[src/common/rtc_timing_pkg.sv]
/*
 * Constants shared by the timing-support block: register offsets, field
 * positions, reset values, repeat codes, time bases and hold times.
 * Assumes a 10 MHz system clock and a 32.768 kHz oscillator on a pin.
 */
package rtc_timing_pkg;
   // ==========================================================
   // Register offsets
   localparam logic [7:0] ADDR_WATCHDOG = 8'h09;
   localparam logic [7:0] ADDR_ALARM_MONTH_CTRL = 8'h0A;
   localparam logic [7:0] ADDR_AL_SEC = 8'h0E;
   localparam logic [7:0] ADDR_FLAGS = 8'h0F;
   localparam logic [7:0] ADDR_SQW = 8'h13;
   // ==========================================================
   // Field positions
   localparam int WD_STEER_POS = 7;
   localparam int AL_IRQ_EN_POS = 7;
   localparam int SQ_EN_POS = 6;
   localparam int BK_EN_POS = 5;
   localparam int RPT_POS = 7;
   localparam int RPT5_POS = 6;
   localparam int FLAG_WDF_POS = 7;
   localparam int FLAG_AF_POS = 6;
   localparam int SQ_OD_POS = 3;
   // ==========================================================
   // Reset values
   localparam logic [7:0] WDOG_RESET = 8'h00;
   localparam logic [7:0] ALARM_RESET = 8'h00;
   localparam logic [7:0] SQW_RESET = 8'h00;
   // ==========================================================
   // Alarm repeat codes, ordered ALARM_REPEAT_BITS
   localparam logic [4:0] RPT_SECOND = 5'h1F;
   localparam logic [4:0] RPT_MINUTE = 5'h1E;
   localparam logic [4:0] RPT_HOUR = 5'h1C;
   localparam logic [4:0] RPT_DAY = 5'h18;
   localparam logic [4:0] RPT_MONTH = 5'h10;
   localparam logic [4:0] RPT_YEAR = 5'h00;
   // ==========================================================
   // Time bases
   localparam int SYS_CLK_HZ = 10_000_000;
   localparam int PRESC_W = 15;
   localparam int WD_UNIT_W = 11;
   localparam int WD_CNT_W = 11;
   localparam int FT_TAP = 5;
   localparam int RECOVERY_HOLD_TIME_W = 21;
   localparam int RECOVERY_HOLD_TIME_DEF_MS = 96;
   localparam int RECOVERY_HOLD_TIME_ST_MS = 40;
   localparam int RECOVERY_HOLD_TIME_TR_MS = 50;
   localparam int RECOVERY_HOLD_TIME_DEF_CYC = RECOVERY_HOLD_TIME_DEF_MS * (SYS_CLK_HZ / 1000);
   localparam int RECOVERY_HOLD_TIME_ST_CYC = RECOVERY_HOLD_TIME_ST_MS * (SYS_CLK_HZ / 1000);
   localparam int RECOVERY_HOLD_TIME_TR_CYC = RECOVERY_HOLD_TIME_TR_MS * (SYS_CLK_HZ / 1000);

   typedef enum logic [1:0] {WD_OFF, WD_RUN, WD_FIRED} wd_state_t;
endpackage : rtc_timing_pkg

[src/design/rtc_alarm_watchdog_sqw.sv]
/*
 * Alarm compare, watchdog, square-wave and 32 kHz outputs, and reset hold
 * of a serial clock and supervisor. Expects the serial engine to present
 * decoded byte transfers (pointer load, write, read) on sys_clk_i, the
 * time counters on the same clock, and raw oscillator and pin levels.
 */
// ==========================================================
// Summary of operation
// - Repeat code picks alarm compare fields
// - Undefined repeat codes alarm every second
// - Match sets alarm flag; enable drives interrupt
// - Pointer on flags defers alarm until moved
// - Flags read releases alarm interrupt; flag later
// - Backup interrupt needs backup and alarm enables
// - Power-up clears both alarm enables
// - Timeout is multiplier times selected resolution
// - Missed restart sets flag, then interrupt/reset
// - Steering picks interrupt or hold-time reset pulse
// - Reset-steered timeout end clears listed bits
// - Kick edge or register write restarts count
// - Kick or zero write releases watchdog interrupt
// - Flags read clears timeout flag, keeps interrupt
// - Power-up disables watchdog, clears its register
// - Rate code selects square-wave frequency
// - Enable bit gates square wave onto pin
// - Open-drain bit picks open drain or push-pull
// - 32 kHz runs unless disabled or stopped
// - Reset low on supply fail, held afterwards
// - Power-on reset clears listed enable bits
// - Alarm flag is read-only
// - Default hold time is 96 to 98 ms
`timescale 1ns/10ps
module rtc_alarm_watchdog_sqw
   import rtc_timing_pkg::*;
#(
   parameter int RECOVERY_HOLD_TIME_DEF_CYC_P = RECOVERY_HOLD_TIME_DEF_CYC,
   parameter int RECOVERY_HOLD_TIME_ST_CYC_P = RECOVERY_HOLD_TIME_ST_CYC,
   parameter int RECOVERY_HOLD_TIME_TR_CYC_P = RECOVERY_HOLD_TIME_TR_CYC
) (
   input wire logic sys_clk_i,
   input wire logic reset_i,
   input wire logic ptr_load_i,
   input wire logic [7:0] ptr_data_i,
   input wire logic wr_i,
   input wire logic [7:0] wr_data_i,
   input wire logic rd_i,
   output logic [7:0] rd_data_o,
   input wire logic [6:0] time_sec_i,
   input wire logic [6:0] time_min_i,
   input wire logic [5:0] time_hour_i,
   input wire logic [5:0] time_date_i,
   input wire logic [4:0] time_month_i,
   input wire logic osc_clk_i,
   input wire logic watchdog_kick_input_i,
   input wire logic vcc_low_i,
   input wire logic hold_time_select_bit_i,
   input wire logic oscillator_stop_bit_i,
   input wire logic frequency_test_bit_i,
   input wire logic fixed_32k_enable_i,
   output logic ft_clear_o,
   output logic irq_o,
   output logic irq_oe_n_o,
   output logic rst_o,
   output logic rst_oe_n_o,
   output logic square_wave_pin_o,
   output logic square_wave_pin_oe_n_o,
   output logic fixed_32k_pin_o,
   output logic fixed_32k_pin_oe_n_o
);
   // ==========================================================
   // Declarations
   logic [7:0] ptr_r;
   logic [7:0] wd_reg_r;
   logic [7:0] al_r [0:4];
   logic [7:0] sqw_r;
   logic [2:0] osc_s_r, kick_s_r, vcc_s_r;
   logic osc_lvl_r, kick_lvl_r, backup_r, kick_edge_r;
   logic [PRESC_W-1:0] presc_r;
   logic osc_tick, sec_tick, unit_tick;
   logic flags_rd, wd_wr, alarm_wr_ok, deselect;
   logic al_match, deliver, alarm_pend_r, af_r, alarm_irq_r;
   logic afe, abe, square_out_enable;
   wd_state_t wd_state_r;
   logic [WD_CNT_W-1:0] wd_cnt_r;
   logic wd_fire, wdf_r, wd_irq_r, wd_rst_pend_r, wd_clear_ev;
   logic [RECOVERY_HOLD_TIME_W-1:0] rst_cnt_r;
   logic [2:0] al_idx;

   assign afe = al_r[0][AL_IRQ_EN_POS];
   assign square_out_enable = al_r[0][SQ_EN_POS];
   assign abe = al_r[0][BK_EN_POS];
   assign deselect = (rst_cnt_r != '0);
   assign flags_rd = rd_i && (ptr_r == ADDR_FLAGS);
   assign wd_wr = wr_i && !deselect && (ptr_r == ADDR_WATCHDOG);
   assign alarm_wr_ok = wr_i && !deselect && (ptr_r >= ADDR_ALARM_MONTH_CTRL) && (ptr_r <= ADDR_AL_SEC);
   assign al_idx = 3'(ptr_r - ADDR_ALARM_MONTH_CTRL);

   // ==========================================================
   // Functions
   function automatic logic alarm_hit(input logic [4:0] rpt, input logic s, input logic m,
                                      input logic h, input logic d, input logic mo);
      case (rpt)
         RPT_SECOND: alarm_hit = 1'b1;
         RPT_MINUTE: alarm_hit = s;
         RPT_HOUR: alarm_hit = s && m;
         RPT_DAY: alarm_hit = s && m && h;
         RPT_MONTH: alarm_hit = s && m && h && d;
         RPT_YEAR: alarm_hit = s && m && h && d && mo;
         default: alarm_hit = 1'b1; // Bad codes fire every second so they show up fast
      endcase
   endfunction : alarm_hit

   function automatic logic [WD_CNT_W-1:0] wd_limit(input logic [7:0] reg_v);
      wd_limit = WD_CNT_W'({reg_v[6:2], 6'h00} >> (6 - 2 * reg_v[1:0]));
   endfunction : wd_limit

   function automatic logic [RECOVERY_HOLD_TIME_W-1:0] recovery_hold_time_cycles(input logic tr, input logic st);
      if (tr) begin
         recovery_hold_time_cycles = RECOVERY_HOLD_TIME_W'(RECOVERY_HOLD_TIME_TR_CYC_P);
      end else if (st) begin
         recovery_hold_time_cycles = RECOVERY_HOLD_TIME_W'(RECOVERY_HOLD_TIME_ST_CYC_P);
      end else begin
         recovery_hold_time_cycles = RECOVERY_HOLD_TIME_W'(RECOVERY_HOLD_TIME_DEF_CYC_P);
      end
   endfunction : recovery_hold_time_cycles

   // ==========================================================
   // Pin synchronisers: a change counts once stages two and three agree
   always_ff @(posedge sys_clk_i) begin
      osc_s_r <= {osc_s_r[1:0], osc_clk_i};
      kick_s_r <= {kick_s_r[1:0], watchdog_kick_input_i};
      vcc_s_r <= {vcc_s_r[1:0], vcc_low_i};
   end

   always_ff @(posedge sys_clk_i) begin
      if (reset_i) begin
         osc_lvl_r <= 1'b0;
         kick_lvl_r <= 1'b0;
         backup_r <= 1'b0;
         kick_edge_r <= 1'b0;
      end else begin
         if (osc_s_r[1] == osc_s_r[2]) begin
            osc_lvl_r <= osc_s_r[2];
         end
         if (vcc_s_r[1] == vcc_s_r[2]) begin
            backup_r <= vcc_s_r[2];
         end
         if (kick_s_r[1] == kick_s_r[2]) begin
            kick_lvl_r <= kick_s_r[2];
         end
         // Either direction counts as a kick
         kick_edge_r <= (kick_s_r[1] == kick_s_r[2]) && (kick_s_r[2] != kick_lvl_r);
      end
   end

   // ==========================================================
   // Oscillator divider
   assign osc_tick = (osc_s_r[1] == osc_s_r[2]) && osc_s_r[2] && !osc_lvl_r;
   assign sec_tick = osc_tick && (&presc_r);
   assign unit_tick = osc_tick && (&presc_r[WD_UNIT_W-1:0]);

   always_ff @(posedge sys_clk_i) begin
      if (reset_i) begin
         presc_r <= '0;
      end else if (osc_tick) begin
         presc_r <= presc_r + 1'b1;
      end
   end

   // ==========================================================
   // Address pointer of the serial engine
   always_ff @(posedge sys_clk_i) begin
      if (reset_i) begin
         ptr_r <= 8'h00;
      end else if (ptr_load_i) begin
         ptr_r <= ptr_data_i;
      end else if (wr_i || rd_i) begin
         ptr_r <= ptr_r + 8'h01;
      end
   end

   // ==========================================================
   // Register file; writes are ignored during the deselect hold
   always_ff @(posedge sys_clk_i) begin
      if (reset_i) begin
         for (int i = 0; i < 5; i++) begin
            al_r[i] <= ALARM_RESET; // Alarm enables cleared at power-up
         end
         sqw_r <= SQW_RESET;
      end else if (wd_clear_ev) begin
         al_r[0][AL_IRQ_EN_POS] <= 1'b0;
         al_r[0][SQ_EN_POS] <= 1'b0;
         al_r[0][BK_EN_POS] <= 1'b0;
      end else if (alarm_wr_ok) begin
         al_r[al_idx] <= wr_data_i; // Zero date plus zero repeat never matches
      end else if (wr_i && !deselect && (ptr_r == ADDR_SQW)) begin
         sqw_r <= {wr_data_i[7:3], 3'h0};
      end
   end

   // Flags register has no write path at all
   always_ff @(posedge sys_clk_i) begin
      if (reset_i) begin
         rd_data_o <= 8'h00;
      end else if (rd_i) begin
         if (ptr_r == ADDR_WATCHDOG) begin
            rd_data_o <= wd_reg_r;
         end else if ((ptr_r >= ADDR_ALARM_MONTH_CTRL) && (ptr_r <= ADDR_AL_SEC)) begin
            rd_data_o <= al_r[al_idx];
         end else if (ptr_r == ADDR_FLAGS) begin
            // Returns the flag as it stood; the clear shows on a later read
            rd_data_o <= {wdf_r, af_r, 6'h00};
         end else if (ptr_r == ADDR_SQW) begin
            rd_data_o <= sqw_r;
         end else begin
            rd_data_o <= 8'h00;
         end
      end
   end

   // ==========================================================
   // Alarm
   assign al_match = sec_tick && alarm_hit({al_r[1][RPT5_POS], al_r[1][RPT_POS], al_r[2][RPT_POS],
                                            al_r[3][RPT_POS], al_r[4][RPT_POS]},
                                           time_sec_i == al_r[4][6:0], time_min_i == al_r[3][6:0],
                                           time_hour_i == al_r[2][5:0],
                                           time_date_i == al_r[1][5:0],
                                           time_month_i == al_r[0][4:0]);
   // A match waits here while the pointer sits on the flags address
   assign deliver = alarm_pend_r && (ptr_r != ADDR_FLAGS);

   always_ff @(posedge sys_clk_i) begin
      if (reset_i) begin
         alarm_pend_r <= 1'b0;
      end else if (al_match) begin
         alarm_pend_r <= 1'b1;
      end else if (deliver) begin
         alarm_pend_r <= 1'b0;
      end
   end

   always_ff @(posedge sys_clk_i) begin
      if (reset_i) begin
         af_r <= 1'b0;
      end else if (deliver) begin
         af_r <= 1'b1; // Set beats a same-cycle read clear
      end else if (flags_rd) begin
         af_r <= 1'b0;
      end
   end

   always_ff @(posedge sys_clk_i) begin
      if (reset_i) begin
         alarm_irq_r <= 1'b0;
      end else if (deliver && afe && (!backup_r || abe)) begin
         alarm_irq_r <= 1'b1;
      end else if (flags_rd) begin
         alarm_irq_r <= 1'b0;
      end
   end

   // ==========================================================
   // Watchdog
   assign wd_fire = (wd_state_r == WD_RUN) && unit_tick && !wd_wr && !kick_edge_r &&
                    ((wd_cnt_r + 1'b1) == wd_limit(wd_reg_r));

   always_ff @(posedge sys_clk_i) begin
      if (reset_i) begin
         wd_reg_r <= WDOG_RESET;
         wd_state_r <= WD_OFF;
         wd_cnt_r <= '0;
      end else if (wd_clear_ev) begin
         wd_reg_r <= WDOG_RESET;
         wd_state_r <= WD_OFF;
         wd_cnt_r <= '0;
      end else if (wd_wr) begin
         wd_reg_r <= wr_data_i; // Any write restarts; a zero multiplier field stops
         wd_state_r <= (wr_data_i[6:2] != 5'h00) ? WD_RUN : WD_OFF;
         wd_cnt_r <= '0;
      end else begin
         case (wd_state_r)
            WD_OFF: wd_cnt_r <= '0;
            WD_RUN, WD_FIRED: begin
               if (kick_edge_r) begin
                  wd_state_r <= WD_RUN;
                  wd_cnt_r <= '0;
               end else if (wd_fire) begin
                  wd_state_r <= WD_FIRED;
               end else if (unit_tick && (wd_state_r == WD_RUN)) begin
                  wd_cnt_r <= wd_cnt_r + 1'b1;
               end
            end
            default: wd_state_r <= WD_OFF;
         endcase
      end
   end

   always_ff @(posedge sys_clk_i) begin
      if (reset_i) begin
         wdf_r <= 1'b0;
      end else if (wd_fire) begin
         wdf_r <= 1'b1;
      end else if (flags_rd) begin
         wdf_r <= 1'b0;
      end
   end

   // A flags read leaves this one alone on purpose
   always_ff @(posedge sys_clk_i) begin
      if (reset_i) begin
         wd_irq_r <= 1'b0;
      end else if (wd_fire && !wd_reg_r[WD_STEER_POS]) begin
         wd_irq_r <= 1'b1;
      end else if (kick_edge_r || (wd_wr && (wr_data_i == 8'h00))) begin
         wd_irq_r <= 1'b0;
      end
   end

   // ==========================================================
   // Reset hold: power-up, supply fail and reset-steered timeout
   assign wd_clear_ev = wd_rst_pend_r && (rst_cnt_r == RECOVERY_HOLD_TIME_W'(1)) && !backup_r;

   always_ff @(posedge sys_clk_i) begin
      if (reset_i) begin
         rst_cnt_r <= RECOVERY_HOLD_TIME_W'(RECOVERY_HOLD_TIME_DEF_CYC_P);
      end else if (backup_r || (wd_fire && wd_reg_r[WD_STEER_POS])) begin
         // Reloaded while the supply is low, so the hold counts from recovery
         rst_cnt_r <= recovery_hold_time_cycles(hold_time_select_bit_i, oscillator_stop_bit_i);
      end else if (rst_cnt_r != '0) begin
         rst_cnt_r <= rst_cnt_r - 1'b1;
      end
   end

   always_ff @(posedge sys_clk_i) begin
      if (reset_i) begin
         wd_rst_pend_r <= 1'b0;
         ft_clear_o <= 1'b0;
      end else begin
         ft_clear_o <= wd_clear_ev;
         if (wd_fire && wd_reg_r[WD_STEER_POS]) begin
            wd_rst_pend_r <= 1'b1;
         end else if (wd_clear_ev || backup_r) begin
            wd_rst_pend_r <= 1'b0;
         end
      end
   end

   // ==========================================================
   // Pins; oe_n low means the pin is driven
   always_ff @(posedge sys_clk_i) begin
      if (reset_i) begin
         irq_o <= 1'b0;
         irq_oe_n_o <= 1'b1;
         rst_o <= 1'b0;
         rst_oe_n_o <= 1'b0;
         square_wave_pin_o <= 1'b0;
         square_wave_pin_oe_n_o <= 1'b1;
         fixed_32k_pin_o <= 1'b0;
         fixed_32k_pin_oe_n_o <= 1'b1;
      end else begin
         irq_o <= 1'b0;
         irq_oe_n_o <= !(alarm_irq_r || wd_irq_r);
         rst_o <= 1'b0;
         rst_oe_n_o <= !deselect;
         fixed_32k_pin_o <= 1'b0;
         // Open drain: only the low half is driven
         fixed_32k_pin_oe_n_o <= !(fixed_32k_enable_i && !oscillator_stop_bit_i) || osc_lvl_r;
         if (square_out_enable && (sqw_r[7:4] != 4'h0)) begin
            square_wave_pin_o <= sqw_od_lvl(sqw_r, presc_r, osc_lvl_r, 1'b0);
            square_wave_pin_oe_n_o <= sqw_od_lvl(sqw_r, presc_r, osc_lvl_r, 1'b1);
         end else if (!square_out_enable && frequency_test_bit_i && !oscillator_stop_bit_i) begin
            square_wave_pin_o <= sqw_r[SQ_OD_POS] ? 1'b0 : presc_r[FT_TAP];
            square_wave_pin_oe_n_o <= sqw_r[SQ_OD_POS] && presc_r[FT_TAP];
         end else begin
            square_wave_pin_o <= 1'b0;
            square_wave_pin_oe_n_o <= 1'b1;
         end
      end
   end

   // Level for the rate code; oe selects the enable rather than the data
   function automatic logic sqw_od_lvl(input logic [7:0] cfg, input logic [PRESC_W-1:0] p,
                                       input logic osc, input logic oe);
      logic lvl;
      lvl = (cfg[7:4] == 4'h1) ? osc : p[4'(cfg[7:4] - 4'h1)];
      if (cfg[SQ_OD_POS]) begin
         sqw_od_lvl = oe ? lvl : 1'b0;
      end else begin
         sqw_od_lvl = oe ? 1'b0 : lvl;
      end
   endfunction : sqw_od_lvl
endmodule : rtc_alarm_watchdog_sqw

[config.mk]
export PLATFORM = sky130hd
export DESIGN_NAME = rtc_alarm_watchdog_sqw
export DESIGN_NICKNAME = d
export VERILOG_FILES = /design/src/common/rtc_timing_pkg.sv /design/src/design/rtc_alarm_watchdog_sqw.sv
export SDC_FILE = /design/constraint.sdc
export NUM_CORES = 1
export LEC_CHECK = 0
export BUFFER_PORTS_ARGS = -buffer_cell sky130_fd_sc_hd__clkbuf_2
export CAP_MARGIN = 20
export CORE_MARGIN = 1.5
export CORE_UTILIZATION = 25
export CTS_BUF_LIST = sky130_fd_sc_hd__clkbuf_4 sky130_fd_sc_hd__clkbuf_8 sky130_fd_sc_hd__clkbuf_16
export DETAILED_ROUTE_END_ITERATION = 8
export PLACE_DENSITY = 0.51
export SLEW_MARGIN = 5
export SYNTH_ARGS = -nofsm -noshare
export SYNTH_HDL_FRONTEND = slang
export SYNTH_SLANG_ARGS = --single-unit
[constraint.sdc]
create_clock -name sys_clk_i -period 3.9 [get_ports sys_clk_i]
set_input_delay 0.39 -clock sys_clk_i [delete_from_list [all_inputs] [get_ports sys_clk_i]]
set_output_delay 0.39 -clock sys_clk_i [all_outputs]
set_load 0.05 [all_outputs]
; Word-level counts from Yosys, hierarchy flattened
; Memories as Yosys holds them, arrays and structs flattened.
; Index checks and enable logic that the tools add are counted.
[word_totals]
ff_bits = 103
ram_bits = 40
inputBits = 59
mem_count = 1
[classes]
addsub = 7
order_cmp = 3
n_eq_ne = 26
shifts = 1
n_mux = 55
bitwise_logic = 5
n_reduce_logical = 75
[memory_table]
columns = memory, depth, width, rd, rd_clocked_by_memory_dff, wr, line
row1 = al_r, 5, 8, 6, 0, 5, rtc_alarm_watchdog_sqw.sv:74  ; logic [7:0] al_r [0:4];
[op_table]
columns = cell, n
row1 = 8-bit 2-to-1 mux, 7
row2 = 21-bit 2-to-1 mux, 2
row3 = 20-bit 2-to-1 mux, 2
row4 = 1-bit logical AND, 34
row5 = 11-bit 2-to-1 mux, 3
row6 = 1-bit 2-to-1 mux, 32
row7 = 11-bit by 32-bit right shift with 11-bit output, 1
row8 = 11-bit one-hot mux with 2 select lines, 1
row9 = "21-bit by 1-bit == test with 1-bit output, second input constant", 1
row10 = 21-bit nonzero test, 1
row11 = "21-bit by 1-bit subtractor with 21-bit output, second input constant", 1
row12 = "5-bit == test, second input constant", 4
row13 = 2-bit nonzero test, 9
row14 = "8-bit by 4-bit == test with 1-bit output, second input constant", 2
row15 = "15-bit by 1-bit adder with 15-bit output, second input constant", 1
row16 = 15-bit AND reduction, 1
row17 = 7-bit == test, 2
row18 = 6-bit == test, 2
row19 = "11-bit by 1-bit adder with 11-bit output, second input constant", 1
row20 = 11-bit == test, 1
row21 = 11-bit AND reduction, 1
row22 = 1-bit logical NOT, 10
row23 = "8-bit by 1-bit adder with 8-bit output, second input constant", 1
row24 = "8-bit by 5-bit == test with 1-bit output, second input constant", 1
row25 = other kinds (35), 51

; Depth between registers and ports, before layout
[logic_depth]
word_depth = 12
depth_mapped = 13

; Worst setup path after synthesis
; Ideal clock, no wire load.
[synth_timing]
path_kind = reg-to-reg
start = register ptr_r[1]
end = register wd_cnt_r[9]
arrival_time_ns = 2.959
t_required_ns = 3.813
path_slack_ns = 0.854
stages_incl_launch_ff = 13
n_path_buf = 4
synth_period_minus_slack_ns = 3.046
path_cell_list = dfxtp_1 clkbuf_1 buf_1 clkbuf_1 inv_1 ha_1 nor2b_1 and2_1 nand3_1 nand3_1 a211o_1 buf_2 o31ai_1
[synth_between]
elab_chain_len = 8
[synth_rtl]
columns = item, line
row1 = from (decl), rtc_alarm_watchdog_sqw.sv:72  ; logic [7:0] ptr_r;
row2 = from (signal assigned), rtc_alarm_watchdog_sqw.sv:176  ; ptr_r <= ptr_data_i;
row3 = from (signal assigned), rtc_alarm_watchdog_sqw.sv:178  ; ptr_r <= ptr_r + 8'h01;
row4 = 8-bit by 4-bit == test with 1-bit output (*), rtc_alarm_watchdog_sqw.sv:94  ; assign wd_wr = wr_i && !deselect && (ptr_r == ADDR_WATCHDOG);
row5 = 1-bit logical AND (*), rtc_alarm_watchdog_sqw.sv:94
row6 = 1-bit logical NOT, rtc_alarm_watchdog_sqw.sv:264  ; assign wd_fire = (wd_state_r == WD_RUN) && unit_tick && !wd_wr && !kick_edge_r &&
row7 = 1-bit logical AND (3 in series), rtc_alarm_watchdog_sqw.sv:264
row8 = 3-bit inequality test (no source line), -
row9 = 3-bit AND reduction (no source line), -
row10 = to (signal assigned), rtc_alarm_watchdog_sqw.sv:290  ; wd_cnt_r <= wd_cnt_r + 1'b1;
row11 = to (decl), rtc_alarm_watchdog_sqw.sv:84  ; logic [WD_CNT_W-1:0] wd_cnt_r;
; Mark *: on every way between the ends. The rest lies on a longest branch, timed or not.
; A chain may end at the register's enable or synchronous reset.

==> impl_metrics.toml <==
[yosys]
syn_inst = 863
synth_area_leader_cell = "dfxtp_1"
synthTopCellsByArea = "dfxtp_1 24%, edfxtp_1 22%, xor2_1 5.4%"
ys_seq_area_share_pct = 46.4
synth_edf_count = 64
synth_top_area_share_pct = 24.0
synth_most_common_cell = "nor2_1"
post_synth.cell_area_avg_um2 = 9.94
yosys_register_bits = 167
yosys_warnings = 0
syn_area_um2 = 8580
ys_types = 74
synth_top_cells_by_count = "115 x nor2_1, 103 x dfxtp_1, 70 x nand2_1"
ys_async_sr_fraction_pct = 0
ys.flop_type = "dfxtp_1"

[timing]
finalSetupViolations = 0
final.min_clock_period_ns = 3.35
fin_skew_ns = 0.0103
fin_setup_tns_ns = 0
slew_violations = 0
tightest_slew_ns = 0.778
fmax_ghz = 0.299
slew_headroom_pct = 48.1
rsz0062_at_grt = "no"
period_share_pct = 85.8
finalHoldViolCount = 0

[clocking]
clock_latency_ns = 0.44
cts_hold_buf = 0
cts_tree = "yes"
htreeDepth = 4
cts_max_path_buffers = 2
cts_sinks = 167
clk_pin_slew_ns = 0.07
cts_buffers = 17
post-cts-setup-buffers = 0
post_cts_resized = 0
clock-root-buffer = "clkbuf_16"

[floorplan]
die_x_um = 188
core_um2 = 33700
die-height_um = 188
die_area_um2 = 35400
start_util_pct = 25.5
placementRows = 67
io_pins = 76

[power]
p_sw_share_pct = 26.1
ir_worst_vdd_uv = 288
switchingPower_mw = 1.04
seqPwrFrac_pct = 48.8
comb_power_share_pct = 10.2
power.density_nw_per_um2 = 399
p_int_mw = 2.95
p_leak_nw = 3.51
power.share.clock_pct = 41.0

[finish]
areaGrowthSynthToFinish_pct = 16.5
antennaDiodeCount = 0
fin_cells = 1390
final_nets = 1003
drive_above_1_share_pct = 17.1

[place]
port_buffers = 72
gp_congestion = 0.797
hpwl_mm = 17.1
dp_cells = 1358

[worst_setup_path]
required_ns = 4.03
critPathArrivalTime_ns = 3.47
cp-start-kind = "flip-flop"
crit_type = "reg2reg"
startpoint = "rst_cnt_r[2]"
reg2reg_from = "rst_cnt_r[2]"
r2r_cells = 8
r2r-end = "al_r[1][3]"
r2r_setup_slack_ns = 0.55
cp-end-kind = "flip-flop"
path_max_fanout = 14

[worst_hold_path]
min_path_cells = 1
hold_path_class = "in2reg"
hold_path_startpoint = "watchdog_kick_input_i"
holdPathEnd = "kick_s_r[0]"

[detailed_routing]
drt_wl_total_mm = 22.9
first_iter_violations = 427
wl_per_cell_um = 16.5
via_per_inst = 4.69
drc = 0
detail-route-antenna-nets = 0
firstDrtPassIters = 6
via_count = 6519

[grt]
grt_max_degree = 70
antenna_found_initial = 0
grt-ovfl-total = 0
track_usage_pct = 13.3
grt_pass1_vias = 6413
grt_pass1_wl_mm = 36.3

[flow_run]
maxCapViolCount = 0

[outcome]
status = "complete, no violations"
final cells by class:
class / count / area (µm²)
Tap cell: 448 / 561
Multi-Input combinational cell: 634 / 4330
Inverter: 22 / 82.6
Clock inverter: 13 / 123
Fill cell: 3601 / 23700
Timing Repair Buffer: 87 / 473
Sequential cell: 167 / 3980
Clock buffer: 19 / 440
layout by cell type, fill, tap and decap left out, drive strengths merged, types with 5 or more instances in the layout:
master,n
nor2,115
dfxtp,103
clkbuf,91
nand2,70
edfxtp,64
xor2,53
a21oi,42
xnor2,32
nand3,30
o21ai,27
inv,26
nor3,23
mux4,19
mux2i,16
nor4,16
ha,15
buf,15
nand2b,15
and2,14
nor2b,13
nand4,12
o31ai,11
and3,9
and4,8
nor3b,8
a211oi,7
mux2,6
or2,6
or3,5
a221o,5
o211ai,5
or4,5
clkinv,5
power by group through the flow:
stage	Sequential, mW	Combinational, mW	Clock [mW]
2_1_floorplan	1.97	0.283	0
3_3_place_gp	1.98	0.408	0
3_5_place_dp	1.98	0.409	0
4_1_cts	1.95	0.412	1.68
5_1_grt	1.95	0.453	1.76
6_report	1.94	0.408	1.64
cell families (layout without fill, tap and decap cells):
| family | count (synthesis) | after routing | share of synthesized area [%] |
|---|---|---|---|
| buf+inv | 64 | 141 | 3.18 |
| simple gates | 359 | 359 | 21.5 |
| xor+xnor | 86 | 86 | 8.94 |
| mux | 41 | 41 | 7.64 |
| other cells | 1 | 3 | 0.0437 |
| flops | 167 | 167 | 46.4 |
| fa+ha+maj | 15 | 15 | 2.19 |
| compound gates | 130 | 130 | 10.1 |
critical path, stage by stage (launching register included):
cell	delay [ns]
dfxtp_1	0.34
or4_4	0.58
nor3_4	0.23
nand3_1	0.14
nor2_1	0.21
and4_1	0.54
nand2_1	0.26
nor2_1	0.44
or2_1	0.29
layer usage:
layer  vias up  part of all wire (%)  GRT usage, %
li1       3231                     -             -
met1      3111                    49          18.6
met2       155                    44          20.1
met3        22                   6.0          3.18
met4         0                   1.5          4.15
met5         -                     0             0
sequential cells by signal, indices dropped and copies added (netlist names), 2 cells and up:
name and flops:
kick_s_r 3, wd_state_r 2, presc_r 15, wd_reg_r 8
sqw_r 5, wd_cnt_r 11, rd_data_o 8, al_r 64
ptr_r 8, rst_cnt_r 21, vcc_s_r 3, osc_s_r 3
stage by stage:
stage	power, mW	cell area [µm²]	util, %	worst slack [ns]	hold WS [ns]
floorplan	2.26	8590	-	0.854	0.310
global placement	2.39	9430	28.0	0.699	0.312
detailed placement	2.39	9430	28.0	0.543	0.315
CTS	4.03	9990	29.7	0.544	0.0331
global route	4.16	9990	29.7	0.221	0.0313
finish	3.99	9990	29.7	0.554	0.0522
worst max path at each step:
| stage | endpoint | slack [ns] |
|---|---|---|
| 2_1_floorplan | wd_cnt_r[9] | 0.85 |
| 3_3_place_gp | al_r[1][1] | 0.70 |
| 3_5_place_dp | al_r[1][0] | 0.54 |
| 4_1_cts | al_r[1][0] | 0.54 |
| 5_1_grt | al_r[1][3] | 0.22 |
| 6_report | al_r[1][3] | 0.55 |
Power figures use the tool's default switching activity.
